<file path="config.mk">
export PLATFORM = sky130hd
export DESIGN_NAME = csfm_clock_switch
export DESIGN_NICKNAME = d
export VERILOG_FILES = /design/src/verilog/csfm_pkg.sv /design/src/verilog/csfm_clock_switch.sv
export VERILOG_INCLUDE_DIRS = /design/src /design/src/verilog
export SDC_FILE = /design/constraint.sdc
export NUM_CORES = 1
export LEC_CHECK = 0
export BUFFER_PORTS_ARGS = -buffer_cell sky130_fd_sc_hd__buf_2
export CAP_MARGIN = 10
export CORE_AREA = 2 2 122 124
export CTS_CLUSTER_SIZE = 30
export DETAILED_ROUTE_END_ITERATION = 8
export DIE_AREA = 0 0 124 126
export PLACE_DENSITY = 0.57
export SLEW_MARGIN = 15
export SYNTH_ARGS = -nofsm -noshare
export SYNTH_HDL_FRONTEND = slang
export SYNTH_SLANG_ARGS = --single-unit
export TNS_END_PERCENT = 100
</file>
<file path="constraint.sdc">
create_clock -name clk_sys_i -period 2.1 [get_ports clk_sys_i]
set_input_delay 0.315 -clock clk_sys_i [delete_from_list [all_inputs] [get_ports clk_sys_i]]
set_output_delay 0.315 -clock clk_sys_i [all_outputs]
set_load 0.1 [all_outputs]
</file>
<file path="src/verilog/csfm_map.svh">
// register offsets, field positions, reset values and timing counts
`ifndef CSFM_MAP_SVH
`define CSFM_MAP_SVH
`define CSFM_OFS_REQUEST 12'h000
`define CSFM_OFS_CURRENT 12'h004
`define CSFM_OFS_CONTROL 12'h008
`define CSFM_OFS_FLAGS 12'h00C
`define CSFM_OFS_CONFIG 12'h010
`define CSFM_SRC_LSB 4
`define CSFM_CTL_HOLD 7
`define CSFM_CTL_DONE 4
`define CSFM_CTL_NEWRDY 3
`define CSFM_FLG_SWITCH 0
`define CSFM_FLG_FAIL 1
`define CSFM_FLG_SWITCH_EN 2
`define CSFM_FLG_FAIL_EN 3
`define CSFM_CFG_SWITCH_ALLOW 0
`define CSFM_CFG_FAILSAFE_EN 1
`define CSFM_SRC_EXT 3'h7
`define CSFM_SRC_HFINT 3'h6
`define CSFM_SRC_LFINT 3'h5
`define CSFM_SRC_SEC 3'h4
`define CSFM_SRC_RSV3 3'h3
`define CSFM_SRC_EXT_PLL 3'h2
`define CSFM_SRC_HF_PLL 3'h1
`define CSFM_SRC_RSV0 3'h0
`define CSFM_DIV_RST_HF 4'h2
`define CSFM_DIV_RST_OTHER 4'h0
`define CSFM_DIV_MAX 4'h9
`define CSFM_FAIL_DIV 4'h0
`define CSFM_SAMPLE_DIV 7'd64
`define CSFM_STARTUP_CYCLES 11'd1024
`endif

</file>
<file path="src/verilog/csfm_pkg.sv">
// types of the clock switch and fail-safe monitor
package csfm_pkg;
  typedef struct packed {
    logic ext;
    logic hfint;
    logic lfint;
    logic sec;
    logic pll;
  } csfm_ready_s;
  typedef struct packed {
    logic [2:0] src;
    logic [3:0] div;
  } csfm_sel_s;
  typedef enum logic [3:0] {
    CSFM_IDLE = 4'b0001,
    CSFM_WAIT = 4'b0010,
    CSFM_HOLD = 4'b0100,
    CSFM_RELOCK = 4'b1000
  } csfm_state_e;
endpackage
</file>
<file path="src/verilog/csfm_clock_switch.sv">
// clock source switch with post-divider and fail-safe external clock monitor
//
// Local design decisions: the APB register port and the register addresses.
`timescale 1ns/10ps
`include "csfm_map.svh"
module csfm_clock_switch
  import csfm_pkg::*;
(
  // clock and reset
  input wire logic clk_sys_i,
  input wire logic sys_rst_i,
  // apb slave
  input wire logic psel_i,
  input wire logic penable_i,
  input wire logic pwrite_i,
  input wire logic [11:0] paddr_i,
  input wire logic [31:0] pwdata_i,
  output logic [31:0] prdata_o,
  output logic pready_o,
  output logic pslverr_o,
  // configuration straps
  input wire logic [2:0] reset_source_config_i,
  input wire logic ext_is_crystal_i,
  // oscillator side, sampled levels
  input wire csfm_ready_s osc_ready_i,
  input wire logic ext_clk_i,
  input wire logic lf_clk_i,
  input wire logic osc_edge_i,
  input wire logic pll_lock_fail_i,
  // sleep controller
  input wire logic sleep_i,
  input wire logic wake_i,
  input wire logic reduced_core_rate_i,
  // clock selection out
  output csfm_sel_s sys_sel_o,
  output logic [4:0] source_enable_o,
  output logic clock_stall_o,
  output logic irq_o
);
  csfm_state_e state_r;
  csfm_sel_s req_r;
  csfm_sel_s cur_r;
  logic hold_r, newrdy_r, done_r, allow_r, fs_en_r, failsafe_r;
  logic sw_flag_r, fail_flag_r, sw_en_r, fail_en_r;
  logic [31:0] prdata_r;
  logic pready_r, pslverr_r;
  logic [5:0] lf_div_r;
  logic lf_q_r, ext_q_r, samp_r, samp_prev_r, latch_r;
  logic [10:0] stup_cnt_r;
  logic stup_done_r;
  logic asleep_r, init_r;
  logic [31:0] rd_nxt;
  logic apb_wr, apb_rd, req_wr_ok, pending, ready_now, pll_change, mon_active, fail_evt;

  // reserved codes run as the high-frequency internal oscillator
  function automatic logic [2:0] eff_src(input logic [2:0] s);
    eff_src = (s == `CSFM_SRC_RSV3 || s == `CSFM_SRC_RSV0) ? `CSFM_SRC_HFINT : s;
  endfunction
  // oscillators that a selection runs on, in ready-struct order
  function automatic logic [4:0] src_bits(input logic [2:0] s);
    case (eff_src(s))
      `CSFM_SRC_EXT: src_bits = 5'h10;
      `CSFM_SRC_LFINT: src_bits = 5'h04;
      `CSFM_SRC_SEC: src_bits = 5'h02;
      `CSFM_SRC_EXT_PLL: src_bits = 5'h11;
      `CSFM_SRC_HF_PLL: src_bits = 5'h09;
      default: src_bits = 5'h08;
    endcase
  endfunction
  // every oscillator used is ready; external waits for the startup timer too
  function automatic logic src_ready(input logic [2:0] s, input csfm_ready_s r, input logic od);
    src_ready = ((src_bits(s) & ~r) == 5'h00) && (od || (src_bits(s) & 5'h10) == 5'h00);
  endfunction
  function automatic logic is_ext(input logic [2:0] s);
    is_ext = (s == `CSFM_SRC_EXT || s == `CSFM_SRC_EXT_PLL || s == `CSFM_SRC_SEC);
  endfunction
  function automatic logic is_pll(input logic [2:0] s);
    is_pll = (s == `CSFM_SRC_EXT_PLL || s == `CSFM_SRC_HF_PLL);
  endfunction
  function automatic logic [3:0] rst_div(input logic [2:0] s);
    rst_div = (s == `CSFM_SRC_HFINT) ? `CSFM_DIV_RST_HF : `CSFM_DIV_RST_OTHER;
  endfunction

  csfm_sel_s wr_sel;
  assign apb_wr = psel_i && penable_i && pwrite_i;
  assign apb_rd = psel_i && penable_i && !pwrite_i;
  assign wr_sel.src = pwdata_i[`CSFM_SRC_LSB+2:`CSFM_SRC_LSB];
  assign wr_sel.div = pwdata_i[3:0];
  assign req_wr_ok = apb_wr && paddr_i == `CSFM_OFS_REQUEST && allow_r
    && wr_sel.src != `CSFM_SRC_RSV3 && wr_sel.src != `CSFM_SRC_RSV0
    && wr_sel.div <= `CSFM_DIV_MAX;
  assign pending = req_r != cur_r;
  // same source counts as running, so a divider-only change waits for hold alone
  assign ready_now = (eff_src(req_r.src) == eff_src(cur_r.src))
    || src_ready(req_r.src, osc_ready_i, stup_done_r);
  assign pll_change = is_pll(req_r.src) && is_pll(cur_r.src) && req_r.src != cur_r.src;

  // register file: one-cycle apb answer
  always_comb
  begin
    rd_nxt = 32'h0000_0000;
    case (paddr_i)
      `CSFM_OFS_REQUEST: rd_nxt = {25'h0, req_r.src, req_r.div};
      `CSFM_OFS_CURRENT: rd_nxt = {25'h0, cur_r.src, cur_r.div};
      `CSFM_OFS_CONTROL: rd_nxt = {24'h0, hold_r, 2'h0, done_r, newrdy_r, 3'h0};
      `CSFM_OFS_FLAGS: rd_nxt = {28'h0, fail_en_r, sw_en_r, fail_flag_r, sw_flag_r};
      `CSFM_OFS_CONFIG: rd_nxt = {30'h0, fs_en_r, allow_r};
      default: rd_nxt = 32'h0000_0000;
    endcase
  end

  always_ff @(posedge clk_sys_i)
  begin
    if (sys_rst_i)
    begin
      prdata_r <= 32'h0000_0000;
      pready_r <= 1'b0;
      pslverr_r <= 1'b0;
    end
    else
    begin
      pready_r <= psel_i && !penable_i;
      pslverr_r <= psel_i && !penable_i && paddr_i > `CSFM_OFS_CONFIG;
      if (apb_rd || (psel_i && !penable_i))
        prdata_r <= rd_nxt;
    end
  end

  // configuration, enables and hold bit
  always_ff @(posedge clk_sys_i)
  begin
    if (sys_rst_i)
    begin
      allow_r <= 1'b1;
      fs_en_r <= 1'b0;
      sw_en_r <= 1'b0;
      fail_en_r <= 1'b0;
      hold_r <= 1'b0;
    end
    else if (apb_wr && pready_r)
    begin
      if (paddr_i == `CSFM_OFS_CONFIG)
      begin
        allow_r <= pwdata_i[`CSFM_CFG_SWITCH_ALLOW];
        fs_en_r <= pwdata_i[`CSFM_CFG_FAILSAFE_EN];
      end
      if (paddr_i == `CSFM_OFS_FLAGS)
      begin
        sw_en_r <= pwdata_i[`CSFM_FLG_SWITCH_EN];
        fail_en_r <= pwdata_i[`CSFM_FLG_FAIL_EN];
      end
      if (paddr_i == `CSFM_OFS_CONTROL)
        hold_r <= pwdata_i[`CSFM_CTL_HOLD];
    end
  end

  // high in the first cycle after reset release: straps load then
  always_ff @(posedge clk_sys_i)
    init_r <= sys_rst_i;

  // request register
  always_ff @(posedge clk_sys_i)
  begin
    if (sys_rst_i)
      req_r <= '0;
    else if (init_r)
    begin
      req_r.src <= reset_source_config_i;
      req_r.div <= rst_div(reset_source_config_i);
    end
    else if (req_wr_ok && pready_r)
      req_r <= wr_sel;
  end

  // switch sequencer
  always_ff @(posedge clk_sys_i)
  begin
    if (sys_rst_i)
    begin
      state_r <= CSFM_IDLE;
      cur_r <= '0;
      newrdy_r <= 1'b0;
      done_r <= 1'b1;
      sw_flag_r <= 1'b0;
      asleep_r <= 1'b0;
    end
    else if (init_r)
    begin
      cur_r.src <= reset_source_config_i;
      cur_r.div <= rst_div(reset_source_config_i);
    end
    else
    begin
      if (apb_wr && pready_r && paddr_i == `CSFM_OFS_FLAGS && !pwdata_i[`CSFM_FLG_SWITCH])
        sw_flag_r <= 1'b0;
      if (sleep_i)
      begin
        asleep_r <= 1'b1;
        state_r <= CSFM_IDLE;
        newrdy_r <= 1'b0;
      end
      else if (asleep_r)
      begin
        if (wake_i)
        begin
          asleep_r <= 1'b0;
          if (pending && !hold_r)
          begin
            cur_r <= req_r;
            sw_flag_r <= 1'b1;
          end
        end
      end
      else
        case (state_r)
          CSFM_IDLE:
          begin
            done_r <= !pending;
            if (pending)
              state_r <= CSFM_WAIT;
          end
          CSFM_WAIT:
          begin
            if (!pending)
            begin
              state_r <= CSFM_IDLE;
              newrdy_r <= 1'b0;
              done_r <= 1'b1;
            end
            else if (ready_now)
            begin
              newrdy_r <= 1'b1;
              sw_flag_r <= 1'b1;
              state_r <= CSFM_HOLD;
            end
          end
          CSFM_HOLD:
          begin
            // next system cycle regardless of core rate
            if (!pending)
            begin
              state_r <= CSFM_IDLE;
              newrdy_r <= 1'b0;
              done_r <= 1'b1;
            end
            else if (!hold_r || (reduced_core_rate_i && !hold_r))
            begin
              if (pll_change)
                state_r <= CSFM_RELOCK;
              else
              begin
                cur_r <= req_r;
                newrdy_r <= 1'b0;
                done_r <= 1'b1;
                state_r <= CSFM_IDLE;
              end
            end
          end
          CSFM_RELOCK:
          begin
            if (osc_ready_i.pll || pll_lock_fail_i)
            begin
              cur_r <= req_r;
              newrdy_r <= 1'b0;
              done_r <= 1'b1;
              state_r <= CSFM_IDLE;
            end
          end
          default: state_r <= CSFM_IDLE;
        endcase
    end
  end

  // startup timer counts oscillator edges for crystal modes
  always_ff @(posedge clk_sys_i)
  begin
    if (sys_rst_i || sleep_i || (req_wr_ok && pready_r && is_ext(wr_sel.src)))
    begin
      stup_cnt_r <= 11'd0;
      stup_done_r <= 1'b0;
    end
    else if (!ext_is_crystal_i)
      stup_done_r <= 1'b1;
    else if (osc_edge_i && !stup_done_r)
    begin
      stup_cnt_r <= stup_cnt_r + 11'd1;
      stup_done_r <= (stup_cnt_r + 11'd1) == `CSFM_STARTUP_CYCLES;
    end
  end

  // monitor sample clock and detector latch
  always_ff @(posedge clk_sys_i)
  begin
    if (sys_rst_i)
    begin
      lf_q_r <= 1'b0;
      ext_q_r <= 1'b0;
      lf_div_r <= 6'd0;
      samp_r <= 1'b0;
      samp_prev_r <= 1'b0;
      latch_r <= 1'b0;
    end
    else
    begin
      lf_q_r <= lf_clk_i;
      ext_q_r <= ext_clk_i;
      if (lf_clk_i && !lf_q_r)
      begin
        lf_div_r <= lf_div_r + 6'd1;
        if (lf_div_r == 6'd31 || lf_div_r == 6'd63)
          samp_r <= !samp_r;
      end
      samp_prev_r <= samp_r;
      if (ext_q_r && !ext_clk_i)
        latch_r <= 1'b1;
      else if (samp_r && !samp_prev_r)
        latch_r <= 1'b0;
    end
  end

  assign mon_active = fs_en_r && is_ext(eff_src(cur_r.src)) && stup_done_r && !asleep_r;
  // latch still clear at the falling sample edge means a silent half-period
  assign fail_evt = fs_en_r && ((mon_active && !samp_r && samp_prev_r && !latch_r)
    || (pll_lock_fail_i && is_pll(cur_r.src)));

  always_ff @(posedge clk_sys_i)
  begin
    if (sys_rst_i)
    begin
      failsafe_r <= 1'b0;
      fail_flag_r <= 1'b0;
    end
    else
    begin
      if (fail_evt)
        failsafe_r <= 1'b1;
      else if (sleep_i || (req_wr_ok && pready_r))
        failsafe_r <= 1'b0;
      if (fail_evt)
        fail_flag_r <= 1'b1;
      else if (apb_wr && pready_r && paddr_i == `CSFM_OFS_FLAGS && !pwdata_i[`CSFM_FLG_FAIL])
        fail_flag_r <= 1'b0;
    end
  end

  // outputs
  always_ff @(posedge clk_sys_i)
  begin
    if (sys_rst_i)
    begin
      sys_sel_o <= '0;
      source_enable_o <= 5'h00;
      clock_stall_o <= 1'b0;
      irq_o <= 1'b0;
    end
    else
    begin
      sys_sel_o <= failsafe_r ? csfm_sel_s'{`CSFM_SRC_HFINT, `CSFM_FAIL_DIV}
        : csfm_sel_s'{eff_src(cur_r.src), cur_r.div};
      source_enable_o <= src_bits(req_r.src) | src_bits(cur_r.src);
      clock_stall_o <= state_r == CSFM_RELOCK;
      irq_o <= (sw_flag_r && sw_en_r) || (fail_flag_r && fail_en_r);
    end
  end

  assign prdata_o = prdata_r;
  assign pready_o = pready_r;
  assign pslverr_o = pslverr_r;
endmodule

</file>
* Word-level counts from Yosys, hierarchy flattened
Cells that the tools add are included.
Word-level totals: bits in registers 101, output and inout port bits 48, logic and storage cells 252, input bits 65
Cells by class: equal/unequal tests 53, bitwise operators 6, magnitude comparators 2, multiplexer cells 65, reductions and logical operators 90, add/subtract/negate cells 2
Operators by type and width (count):
- two-way mux 7 bit | 12
- case mux 5 bit (5 select lines) | 2
- case mux 8 bit (5 select lines) | 1
- two-way mux 4 bit | 9
- logical AND 1 bit | 35
- two-way mux 1 bit | 32
- != test 4 bit, second input constant | 7
- == test 3 bit, second input constant | 9
- == test 12 x 4 -> 1 bit, second input constant | 2
- == test 3 x 2 -> 1 bit, second input constant | 7
- logical OR 1 bit | 19
- case mux 4 bit (4 select lines) | 1
- AND reduction 8 bit | 2
- case mux 7 bit (2 select lines) | 1
- logical NOT 1 bit | 13
- == test 12 x 3 -> 1 bit, second input constant | 1
- == test 12 x 5 -> 1 bit, second input constant | 1
- == test 3 x 1 -> 1 bit, second input constant | 4
- > comparator 12 x 5 -> 1 bit, second input constant | 1
- logical NOT 12 bit | 1
- != test 3 bit, second input constant | 4
- nonzero test 4 bit | 3
- adder 11 x 1 -> 11 bit, second input constant | 1
- == test 11 bit, second input constant | 1
- 32 further kinds | 49

* Depth between registers and ports, before layout
Gate-level depths: netlist of the first run.
depth in word-level cells 15, gate-level depth with buffers 8, depth with buffers taken out 7

* Least setup slack after synthesis of the first run
No wires, ideal clock.
path kind flip-flop to flip-flop, start point register pready_r, in the netlist pready_o, end point register req_r[5] (netlist name), path buffers 1, cell stages (with the launch flop) 8, data required time 1.963 ns, library setup time 0.137 ns, setup slack -0.020 ns, clock period less this slack 2.120 ns, arrival time 1.983 ns, cells stage by stage dfxtp_1 nand2_1 nor2_1 o2111a_1 and2_1 buf_4 mux2i_1 a211oi_1
Between the ends: longest elaborated chain between the ends 2
Ends and longest elaborated chain:
- from (decl) | line csfm_clock_switch.sv:46 | logic pready_r, pslverr_r;
- from (signal assigned) | line csfm_clock_switch.sv:122 | pready_r <= psel_i && !penable_i;
- logical AND 1 bit | line csfm_clock_switch.sv:171 | else if (req_wr_ok && pready_r)
- nonzero test 2 bit (no line)
- to (signal assigned) | line csfm_clock_switch.sv:172 | req_r <= wr_sel;
- to (decl) | line csfm_clock_switch.sv:41 | csfm_sel_s req_r;
Every way passes these cells. A chain may end at the register's enable or synchronous reset.

* Worst setup path after layout of the first run
start point register req_r[4] (netlist name), end point register state_r[2]
Between the ends: longest elaborated chain between the ends 11, elaborated cells between the ends (all ways) 27, classes of those cells eq/ne (11); mux (7); bitwise (1); reduce/logical (8)
Ends and longest elaborated chain:
- == test 3 x 2 -> 1 bit (no line) or logical NOT 3 bit (tied branches)
- logical OR 1 bit (no line)
- two-way mux 3 bit | line csfm_clock_switch.sv:57 | eff_src = (s == `CSFM_SRC_RSV3 || s == `CSFM_SRC_RSV0) ? `CSFM_SRC_HFINT : s;
- == test 3 x 1 -> 1 bit (tied with other cells) | line csfm_clock_switch.sv:61 | case (eff_src(s))
- case mux 5 bit (5 select lines) | line csfm_clock_switch.sv:61
- bitwise AND 5 bit or logical NOT 5 bit (tied branches) | line csfm_clock_switch.sv:72 | src_ready = ((src_bits(s) & ~r) == 5'h00) && (od || (src_bits(s) & 5'h10) == 5'h00);
- logical NOT 5 bit or logical OR 1 bit (tied branches) | line csfm_clock_switch.sv:72
- logical AND 1 bit | line csfm_clock_switch.sv:72
- logical OR 1 bit | line csfm_clock_switch.sv:95 | || src_ready(req_r.src, osc_ready_i, stup_done_r);
- != test 4 bit (no line)
- AND reduction 6 bit (no line)
- to (signal assigned) | line csfm_clock_switch.sv:180 | state_r <= CSFM_IDLE;
- to (signal assigned) | line csfm_clock_switch.sv:199 | state_r <= CSFM_IDLE;
- to (signal assigned) | line csfm_clock_switch.sv:220 | state_r <= CSFM_WAIT;
- to (decl) | line csfm_clock_switch.sv:40 | csfm_state_e state_r;
Several ways; a longest one is shown, not always the timed one. The select of a mux whose other input is x is not followed.

==> flow_summary.toml, run 1 <==
[run_status]
status = "complete, no violations"

[timing]
setup-tns-final_ns = 0
post-route-period-util_pct = 96.99
finalHoldViolCount = 0
rsz0062_at_grt = "true"
tightest_slew_ns = 0.4922
clock_skew_ns = 0.007795
setup_viol = 0
fin_crit_ns = 2.037
fmax_mhz = 491.0
relSlewSlack_pct = 66.73
report.final.slew_viol_count = 0

[synthesis]
synth_compound_area_share_pct = 16.29
async_flop_share_pct = 0
synth_simple_gate_area_share_pct = 27.03
yosysTopAreaCell = "dfxtp_1"
synth_edf_count = 0
synth_top_cell_area_share_pct = 36.35
syn_area_per_cell_sq_um = 8.321
yosys-top-cells-area = "dfxtp_1 (36%), nor2_1 (5.5%), buf_4 (4.5%), mux2i_1 (4.1%), xor2_1 (3.8%)"
synth_xor_area_share_pct = 7.115
synth_common_cells = "dfxtp_1 (76), nor2_1 (61), nand2_1 (33)"
ys_ff_latch = 76
postSynthCellCount = 503
synth_top_family_by_area = "simple AND/OR/NAND/NOR gates"
yosysMostFrequentCell = "dfxtp_1"
synth_sequential_area_ratio_pct = 36.35
yosys.area_share.adder_pct = 0.5979
ys_warn_count = 0
ys_types = 74
syn_area_sq_um = 4185
ys.flop_type = "dfxtp_1"
synthMuxAreaShare_pct = 4.066

[placed_design]
port_buffers = 63
finalWeightedCongestion = 0.8561
post-place-cells = 764
dpl_cell_area_sq_um = 4857
hpwl_mm = 8.748

[grt]
grt_usage_pct = 15.16
antenna_found_initial = 0
grt_overflow = 0
grt_max_degree = 43
grt_pass1_wl_mm = 18.46
grt_pass1_vias = 3753

[cts]
cts.root.buffer_cell = "clkbuf_16"
clockBufferDepth = 2
cts_sinks = 76
clk_pin_slew_worst_paths_ns = 0.06
htreeDepth = 3
clk_latency_ns = 0.34
numCtsBuffers = 9
hold_buffers = 0
cts_tree = "done"

[setup_path]
worstSetupEndpointType = "flip-flop"
critPathKind = "reg2reg"
critPathBufInv = 1
critPathLaunchType = "flip-flop"
critPathMaxStageDelay_ns = 0.38
cp.arrival_ns = 2.30
r2r.worst_path.cells = 6
crit_family = "compound AO/OA/AOI/OAI gates"
worst-path-stages = 6
critical_path.max_fanout = 5
crit_path_cell_trace = "buf_6 -> a311o_1 -> a311oi_2 -> nand3_2 -> a32oi_4 -> mux2i_1"
cp_data_required_time_ns = 2.37
critPathSlowestCell = "a311oi_2"

[power_and_ir_drop]
p_clk_share_pct = 39.1
total_power_w = 0.003773
combPwrFrac_pct = 20.5
power.density_cell_area_nw_per_um2 = 718.3
seqPwrFrac_pct = 40.4
power.internal_w = 0.002573
power_switching_share_pct = 31.80
p_leak_nw = 2.107
power_switching_w = 0.001200
vdd_drop_max_uv = 403.5

[route]
wl_per_cell_um = 14.50
drt-total-wl_mm = 11.40
drtAntennaViolNets = 0
vias = 3847
dr.pass1.iters = 4
drc = 0
drt_iter0_drc = 233
viasPerCell = 4.894

[cells_and_area]
final_cells = 786
syn_to_final_growth_pct = 25.50
nets = 664
final_core_util_pct = 36.70
drive_gt1_share_pct = 25.58
fillCellCount = 1504
design_area_sq_um = 5253
diodes = 0

[floorplanning]
core_sq_um = 14310
die_h_um = 126
boundaryPins = 113
floorplan.rows = 44
initial_core_util_pct = 29.24
die_x_um = 124
dieArea_sq_um = 15620

[min_path]
hp-class = "in2reg"
hold_path_depth = 2

[job]
max-cap-violations = 0
## flip-flops by register name, indices dropped and copies added, names as in the netlist, 4 cells and up
register	cells
cur_r	7
lf_div_r	5
prdata_o	8
req_r	7
source_enable_o	5
state_r	4
stup_cnt_r	11
sys_sel_o	7
## cell usage in the layout, fill, tap and decap left out, types with 3 or more instances in the layout
master	synthesis	routed
dfxtp_1	76	67
buf_2	7	63
nor2_1	61	61
buf_4	25	44
nand2_1	33	33
a21oi_1	24	24
conb_1	1	24
nor3_1	22	21
nand3_1	22	21
xor2_1	18	18
mux2i_1	17	17
xnor2_1	16	16
inv_1	14	14
o21ai_0	13	13
nand2b_1	9	9
clkbuf_16	0	9
and2_1	8	8
nor4_1	9	8
nor2b_1	8	8
nor3b_1	5	5
a211oi_1	5	5
a22oi_1	5	5
a32oi_1	5	5
dfxtp_2	0	5
nor4b_1	4	4
a21o_1	4	4
nand4_1	4	4
o21ai_1	4	4
dfxtp_4	0	4
nand3b_1	3	3
or2b_1	3	3
o31ai_1	3	3
and3_1	3	3
o22ai_1	3	3
a22o_1	3	3
## per-stage QoR
stage | hold WS, ns | setup WS (ns)
after floorplan | 0.3427 | 0.09786
after global placement | 0.4322 | -0.009005
after detailed placement | 0.4444 | -0.08634
after CTS | 0.1554 | 0.004804
after global routing | 0.1615 | -0.04264
final | 0.1674 | 0.06320
## per-layer routing
layer	vias up	share of wire, %	global-route usage [%]	wire [um]
met5	-	0	0	0
met4	0	0.80	4.164	91
met3	7	5.0	4.257	575
met2	102	49	25.34	5553
met1	1816	45	19.00	5178
li1	1922	-	-	-
## power groups by stage
| stage | logic [W] | registers [W] | clock network [W] |
|---|---|---|---|
| floorplan | 0.000497 | 0.00164 | 0 |
| global placement | 0.000737 | 0.00155 | 0 |
| detailed placement | 0.000745 | 0.00156 | 0 |
| CTS | 0.000753 | 0.00152 | 0.00154 |
| global route | 0.000827 | 0.00153 | 0.00159 |
| finish | 0.000772 | 0.00152 | 0.00148 |
## path summary, 6_finish.rpt
| check | start | to | slack [ns] |
|---|---|---|---|
| setup / recovery | req_r[4] | state_r[2] | 0.06 |
| setup reg to reg | req_r[4] | state_r[2] | 0.06 |
| hold / removal | penable_i | pready_o | 0.17 |
| hold reg to reg | prdata_o[4] | prdata_o[4] | 0.45 |
## logic make-up (layout without fill, tap and decap cells)
kind of cell | Yosys count | in the layout
AO/OA/AOI/OAI | 95 | 95
XOR/XNOR | 34 | 34
adder cells (fa/ha/maj) | 2 | 2
buffers and inverters | 65 | 141
flip-flops | 76 | 76
multiplexers | 17 | 17
other | 1 | 24
AND/OR/NAND/NOR | 213 | 213
## cell type report
| class | instances | area (sq um) | share of cell area (%) |
|---|---|---|---|
| clock buffer | 11 | 252.7 | 4.812 |
| multi-input combinational | 385 | 2431 | 46.28 |
| sequential | 76 | 1543 | 29.37 |
| timing repair buffer | 111 | 708.2 | 13.48 |
| tap | 184 | 230.2 | 4.383 |
| clock inverter | 5 | 35.03 | 0.6670 |
| inverter | 14 | 52.55 | 1.000 |
## repair_timing
action / CTS / global route
pin swaps: 0 / 8
endpoints found under the hold margin: 0 / 0
resized for setup: 3 / 16
endpoints found under the setup margin: 3 / 10
gates cloned: 0 / 0
buffers inserted: 0 / 6
Power figures use the tool's default switching activity.
==> run 2: changes to the inputs <==
GPL_TIMING_DRIVEN = 0   (was unset)
==> flow_summary.toml, run 2 (synthesis gave the netlist of run 1 again) <==
[floorplanning]
dieArea_sq_um = 15620
floorplan.rows = 44
die_x_um = 124
core_sq_um = 14310
initial_core_util_pct = 29.24
boundaryPins = 113
die_h_um = 126

[timing]
timing.final.ws_setup_ns = 0.02263
fin_crit_ns = 2.077
setup_viol = 0
relSlewSlack_pct = 50.25
post-route-period-util_pct = 98.92
finalHoldViolCount = 0
rsz0062_at_grt = "true"
clock_skew_ns = 0.009919
fmax_mhz = 481.4
report.final.slew_viol_count = 0
tightest_slew_ns = 0.7405
whs_ns = 0.07965

[route]
drc = 0
dr.pass1.iters = 5
drt-total-wl_mm = 12.17
drt_iter0_drc = 221
vias = 3970
drtAntennaViolNets = 0
wl_per_cell_um = 15.31
viasPerCell = 4.994

[setup_path]
critPathLaunch = "state_r[1]"
critPathLaunchType = "flip-flop"
critPathKind = "reg2reg"
worstSetupEndpointType = "flip-flop"
r2r.worst_path.cells = 7
r2r-start = "state_r[1]"
cp.arrival_ns = 2.29
cp_data_required_time_ns = 2.31
critical_path.max_fanout = 8

[cts]
clk_latency_ns = 0.35
cts.root.buffer_cell = "clkbuf_16"
hold_buffers = 0
htreeDepth = 3
clockBufferDepth = 2
numCtsBuffers = 9
clk_pin_slew_worst_paths_ns = 0.06
cts_tree = "done"
cts_sinks = 76

[cells_and_area]
syn_to_final_growth_pct = 26.58
largest_reg_flops = 11
drive_gt1_share_pct = 26.35
diodes = 0
design_area_sq_um = 5298
nets = 674
register_area_sq_um = 1548
final_cell_mix = "buf_2 (67), dfxtp_1 (65), nor2_1 (60), buf_4 (40), nand2_1 (32)"
largest-register = "stup_cnt_r"
layout_commonest_cell = "buf_2"
multiInputGateArea_sq_um = 2475
fillCellCount = 1511

[placed_design]
port_buffers = 62
dpl_cell_area_sq_um = 4813
hpwl_mm = 9.081
finalWeightedCongestion = 0.8803
place_ws_ns = -0.3489

[grt]
antenna_found_initial = 0
grt_overflow = 0
grt_pass1_vias = 3725
grt_max_degree = 14
grt_pass1_wl_mm = 19.33
grt_usage_pct = 15.99

[min_path]
hold_start = "sys_rst_i"
hold_path_depth = 1
hp-class = "in2reg"

[power_and_ir_drop]
p_leak_nw = 2.124
vdd_drop_max_uv = 338.2
power.density_cell_area_nw_per_um2 = 733.6

[run_status]
status = "complete, no violations"

[job]
max-cap-violations = 0
==> run 2: cell count changes in the layout (fill, tap and decap cells not counted), moves of 2 or more <==
cell / before / now
buf_6: 2 / 0
nor3_4: 0 / 2
clkbuf_1: 0 / 7
nor3_1: 21 / 19
buf_4: 44 / 40
clkinv_2: 2 / 0
dfxtp_1: 67 / 65
buf_2: 63 / 67
buf_12: 2 / 0
buf_1: 0 / 5
clkbuf_2: 0 / 2
==> run 2: final cells by class <==
type | count | area share, %
Sequential cell | 76 | 29.22
Clock buffer | 10 | 4.511
Multi-Input combinational cell | 385 | 46.72
Inverter | 14 | 0.9920
Tap cell | 184 | 4.346
Clock inverter | 5 | 1.181
Timing Repair Buffer | 77 | 7.936
Buffer | 44 | 5.102
==> run 2: through the flow <==
stage          util [%]  TNS [ns]  std cells  total power [W]
2_1_floorplan         -         0        526         0.002133
3_3_place_gp      33.63    -7.069        772         0.002290
3_5_place_dp      33.63    -8.348        772         0.002298
4_1_cts           36.39  -0.02706        789         0.003910
5_1_grt           37.01   -0.2938        795         0.004048
6_report          37.01         0        795         0.003886
==> run 2: per-layer routing <==
metal	global-route usage (%)	vias to the layer above	wire, um
li1	-	1948	-
met1	20.30	1891	5441
met2	26.12	117	5796
met3	4.982	14	763
met4	4.362	0	172
met5	0	-	0
==> run 2: what timing repair did <==
| action | 4_1_cts | 5_1_grt |
|---|---|---|
| resized for setup | 21 | 12 |
| pin swaps | 10 | 6 |
| cloned | 0 | 0 |
| setup buffers | 9 | 6 |
| endpoints found under the setup margin | 14 | 23 |
==> run 2: worst paths after layout <==
| check | endpoint | slack [ns] |
|---|---|---|
| max | cur_r[3] | 0.02 |
| min | init_r | 0.08 |
| max reg2reg | cur_r[3] | 0.02 |
| min reg2reg | prdata_o[4] | 0.45 |
==> run 2: critical path, stage by stage (launching register included) <==
cell and delay, ns:
dfxtp_4 0.36, or4b_4 0.53, or3_4 0.38, o221ai_4 0.09
nand3_4 0.15, buf_4 0.19, mux2i_1 0.17, nor3_2 0.06
==> run 2: report_power, final <==
part / internal [W] / switching [W]
sequential: 0.00148 / 0.0000451
clock: 0.000949 / 0.000616
combinational: 0.000224 / 0.000569
total: 0.00266 / 0.00123
==> run 3: changes to the inputs <==
--- a/config.mk
+++ b/config.mk
@@ -14,5 +14,5 @@
 export DIE_AREA = 0 0 124 126
 export GPL_TIMING_DRIVEN = 0
-export PLACE_DENSITY = 0.57
+export PLACE_DENSITY = 0.56
 export SLEW_MARGIN = 15
 export SYNTH_ARGS = -nofsm -noshare
==> constraint.sdc (replaced) <==
create_clock -name clk_sys_i -period 2.4 [get_ports clk_sys_i]
set_input_delay 0.6 -clock clk_sys_i [delete_from_list [all_inputs] [get_ports clk_sys_i]]
set_output_delay 0.6 -clock clk_sys_i [all_outputs]
set_load 0.1 [all_outputs]
==> flow_summary.toml, run 3 (synthesis gave the netlist of run 1 again) <==
[grt]
grt_max_degree = 14
grt_overflow = 0
grt_usage_pct = 15.36
grt_pass1_wl_mm = 18.64
grt_pass1_vias = 3694
antenna_found_initial = 0

[cells_and_area]
drive_gt1_share_pct = 22.15
syn_to_final_growth_pct = 23.41
largest_reg_flops = 11
multiInputGateArea_sq_um = 2422
largest-register = "stup_cnt_r"
fillCellCount = 1510
diodes = 0
nets = 667
final_cell_mix = "dfxtp_1 (76), buf_2 (69), nor2_1 (61), nand2_1 (32), buf_4 (27)"
layout_commonest_cell = "dfxtp_1"
register_area_sq_um = 1521
design_area_sq_um = 5165

[setup_path]
r2r-start = "req_r[5]"
worstSetupEndpointType = "flip-flop"
critPathKind = "in2reg"
critical_path.max_fanout = 10
critPathLaunch = "paddr_i[1]"
cp.arrival_ns = 2.47
cp_data_required_time_ns = 2.63
critPathLaunchType = "primary input"
reg2reg_slack_ns = 0.18

[min_path]
hp-class = "in2reg"
hold_start = "sys_rst_i"

[power_and_ir_drop]
power_switching_share_pct = 31.24
power.density_cell_area_nw_per_um2 = 657.4
vdd_drop_max_uv = 294.0
power.internal_w = 0.002335
power_switching_w = 0.001061
seqPwrFrac_pct = 39.1
total_power_w = 0.003396
combPwrFrac_pct = 19.5
p_leak_nw = 2.074
p_clk_share_pct = 41.4

[cts]
clockBufferDepth = 2
cts.root.buffer_cell = "clkbuf_16"
hold_buffers = 0
htreeDepth = 3
cts_sinks = 76
clk_pin_slew_worst_paths_ns = 0.06
numCtsBuffers = 9
clk_latency_ns = 0.34
cts_tree = "done"

[timing]
setup_viol = 0
tightest_slew_ns = 0.8252
report.final.slew_viol_count = 0
clock_skew_ns = 0.008408
post-route-period-util_pct = 93.44
setup-tns-final_ns = 0
fmax_mhz = 445.9
fin_crit_ns = 2.243
finalHoldViolCount = 0
rsz0062_at_grt = "false"
relSlewSlack_pct = 44.56

[floorplanning]
initial_core_util_pct = 29.24
floorplan.rows = 44
boundaryPins = 113
dieArea_sq_um = 15620
die_h_um = 126
core_sq_um = 14310
die_x_um = 124

[placed_design]
finalWeightedCongestion = 0.8944
port_buffers = 62
dpl_cell_area_sq_um = 4812
hpwl_mm = 8.845

[run_status]
status = "complete, no violations"

[route]
drt-total-wl_mm = 11.71
viasPerCell = 5.003
vias = 3947
drt_iter0_drc = 409
drc = 0
drtAntennaViolNets = 0
wl_per_cell_um = 14.84
dr.pass1.iters = 5

[job]
max-cap-violations = 0
-- run 3: changes by cell type in the layout (fill, tap and decap cells not counted), sizes merged --
cell      previous run  this run
clkinv               2         3
buf                112       102
clkinvlp             2         1
clkbuf              19        23
-- run 3: final timing paths --
path / to / cells after the start
min: init_r / 1
min reg2reg: latch_r / 2
max reg2reg: state_r[2] / 7
max: stup_cnt_r[5] / 7
-- run 3: area by class of cell --
| type | count | share of cell area, % |
|---|---|---|
| multi-input cells | 385 | 46.90 |
| flip-flops and latches | 76 | 29.46 |
| repair buffers | 64 | 6.298 |
| plain buffers | 50 | 5.814 |
| clock buffers | 11 | 4.893 |
| well taps | 184 | 4.457 |
| clock inverters | 5 | 1.163 |
| inverters | 14 | 1.017 |
-- run 3: timing repair --
action / in CTS / in global routing
gates resized for setup: 1 / 7
setup buffers: 0 / 2
pin swaps: 0 / 1
endpoints found under the setup margin: 10 / 22
-- run 3: worst max-delay path, cell delays in order --
cell and delay, ns:
buf_2 0.12, or4_4 0.59, nor3_4 0.29, nand2_1 0.15, o21ai_1 0.36, buf_2 0.30
nor2_1 0.07
-- run 3: metal layers --
layer	GRT usage, %	share of wire [%]
met3	4.212	6.6
met5	0	0
met1	20.19	45
met2	24.37	46
met4	4.825	1.8
-- run 3: through the flow --
step | setup WS [ns] | utilization, % | instances | hold slack [ns]
6_report | 0.1575 | 36.08 | 789 | 0.3704
3_5_place_dp | -0.4178 | 33.62 | 772 | 0.4483
5_1_grt | 0.01857 | 36.08 | 789 | 0.3606
4_1_cts | 0.0005529 | 35.85 | 788 | 0.3608
2_1_floorplan | 0.2796 | - | 526 | 0.4308
3_3_place_gp | -0.3727 | 33.62 | 772 | 0.4378
-- run 3: power groups by stage --
| stage | Combinational, W | Sequential, W | Clock [W] |
|---|---|---|---|
| finish | 0.000662 | 0.00133 | 0.00141 |
| global route | 0.000705 | 0.00133 | 0.00149 |
| CTS | 0.000656 | 0.00132 | 0.00144 |
| detailed placement | 0.000654 | 0.00135 | 0 |
| global placement | 0.000649 | 0.00135 | 0 |
| floorplan | 0.000435 | 0.00143 | 0 |
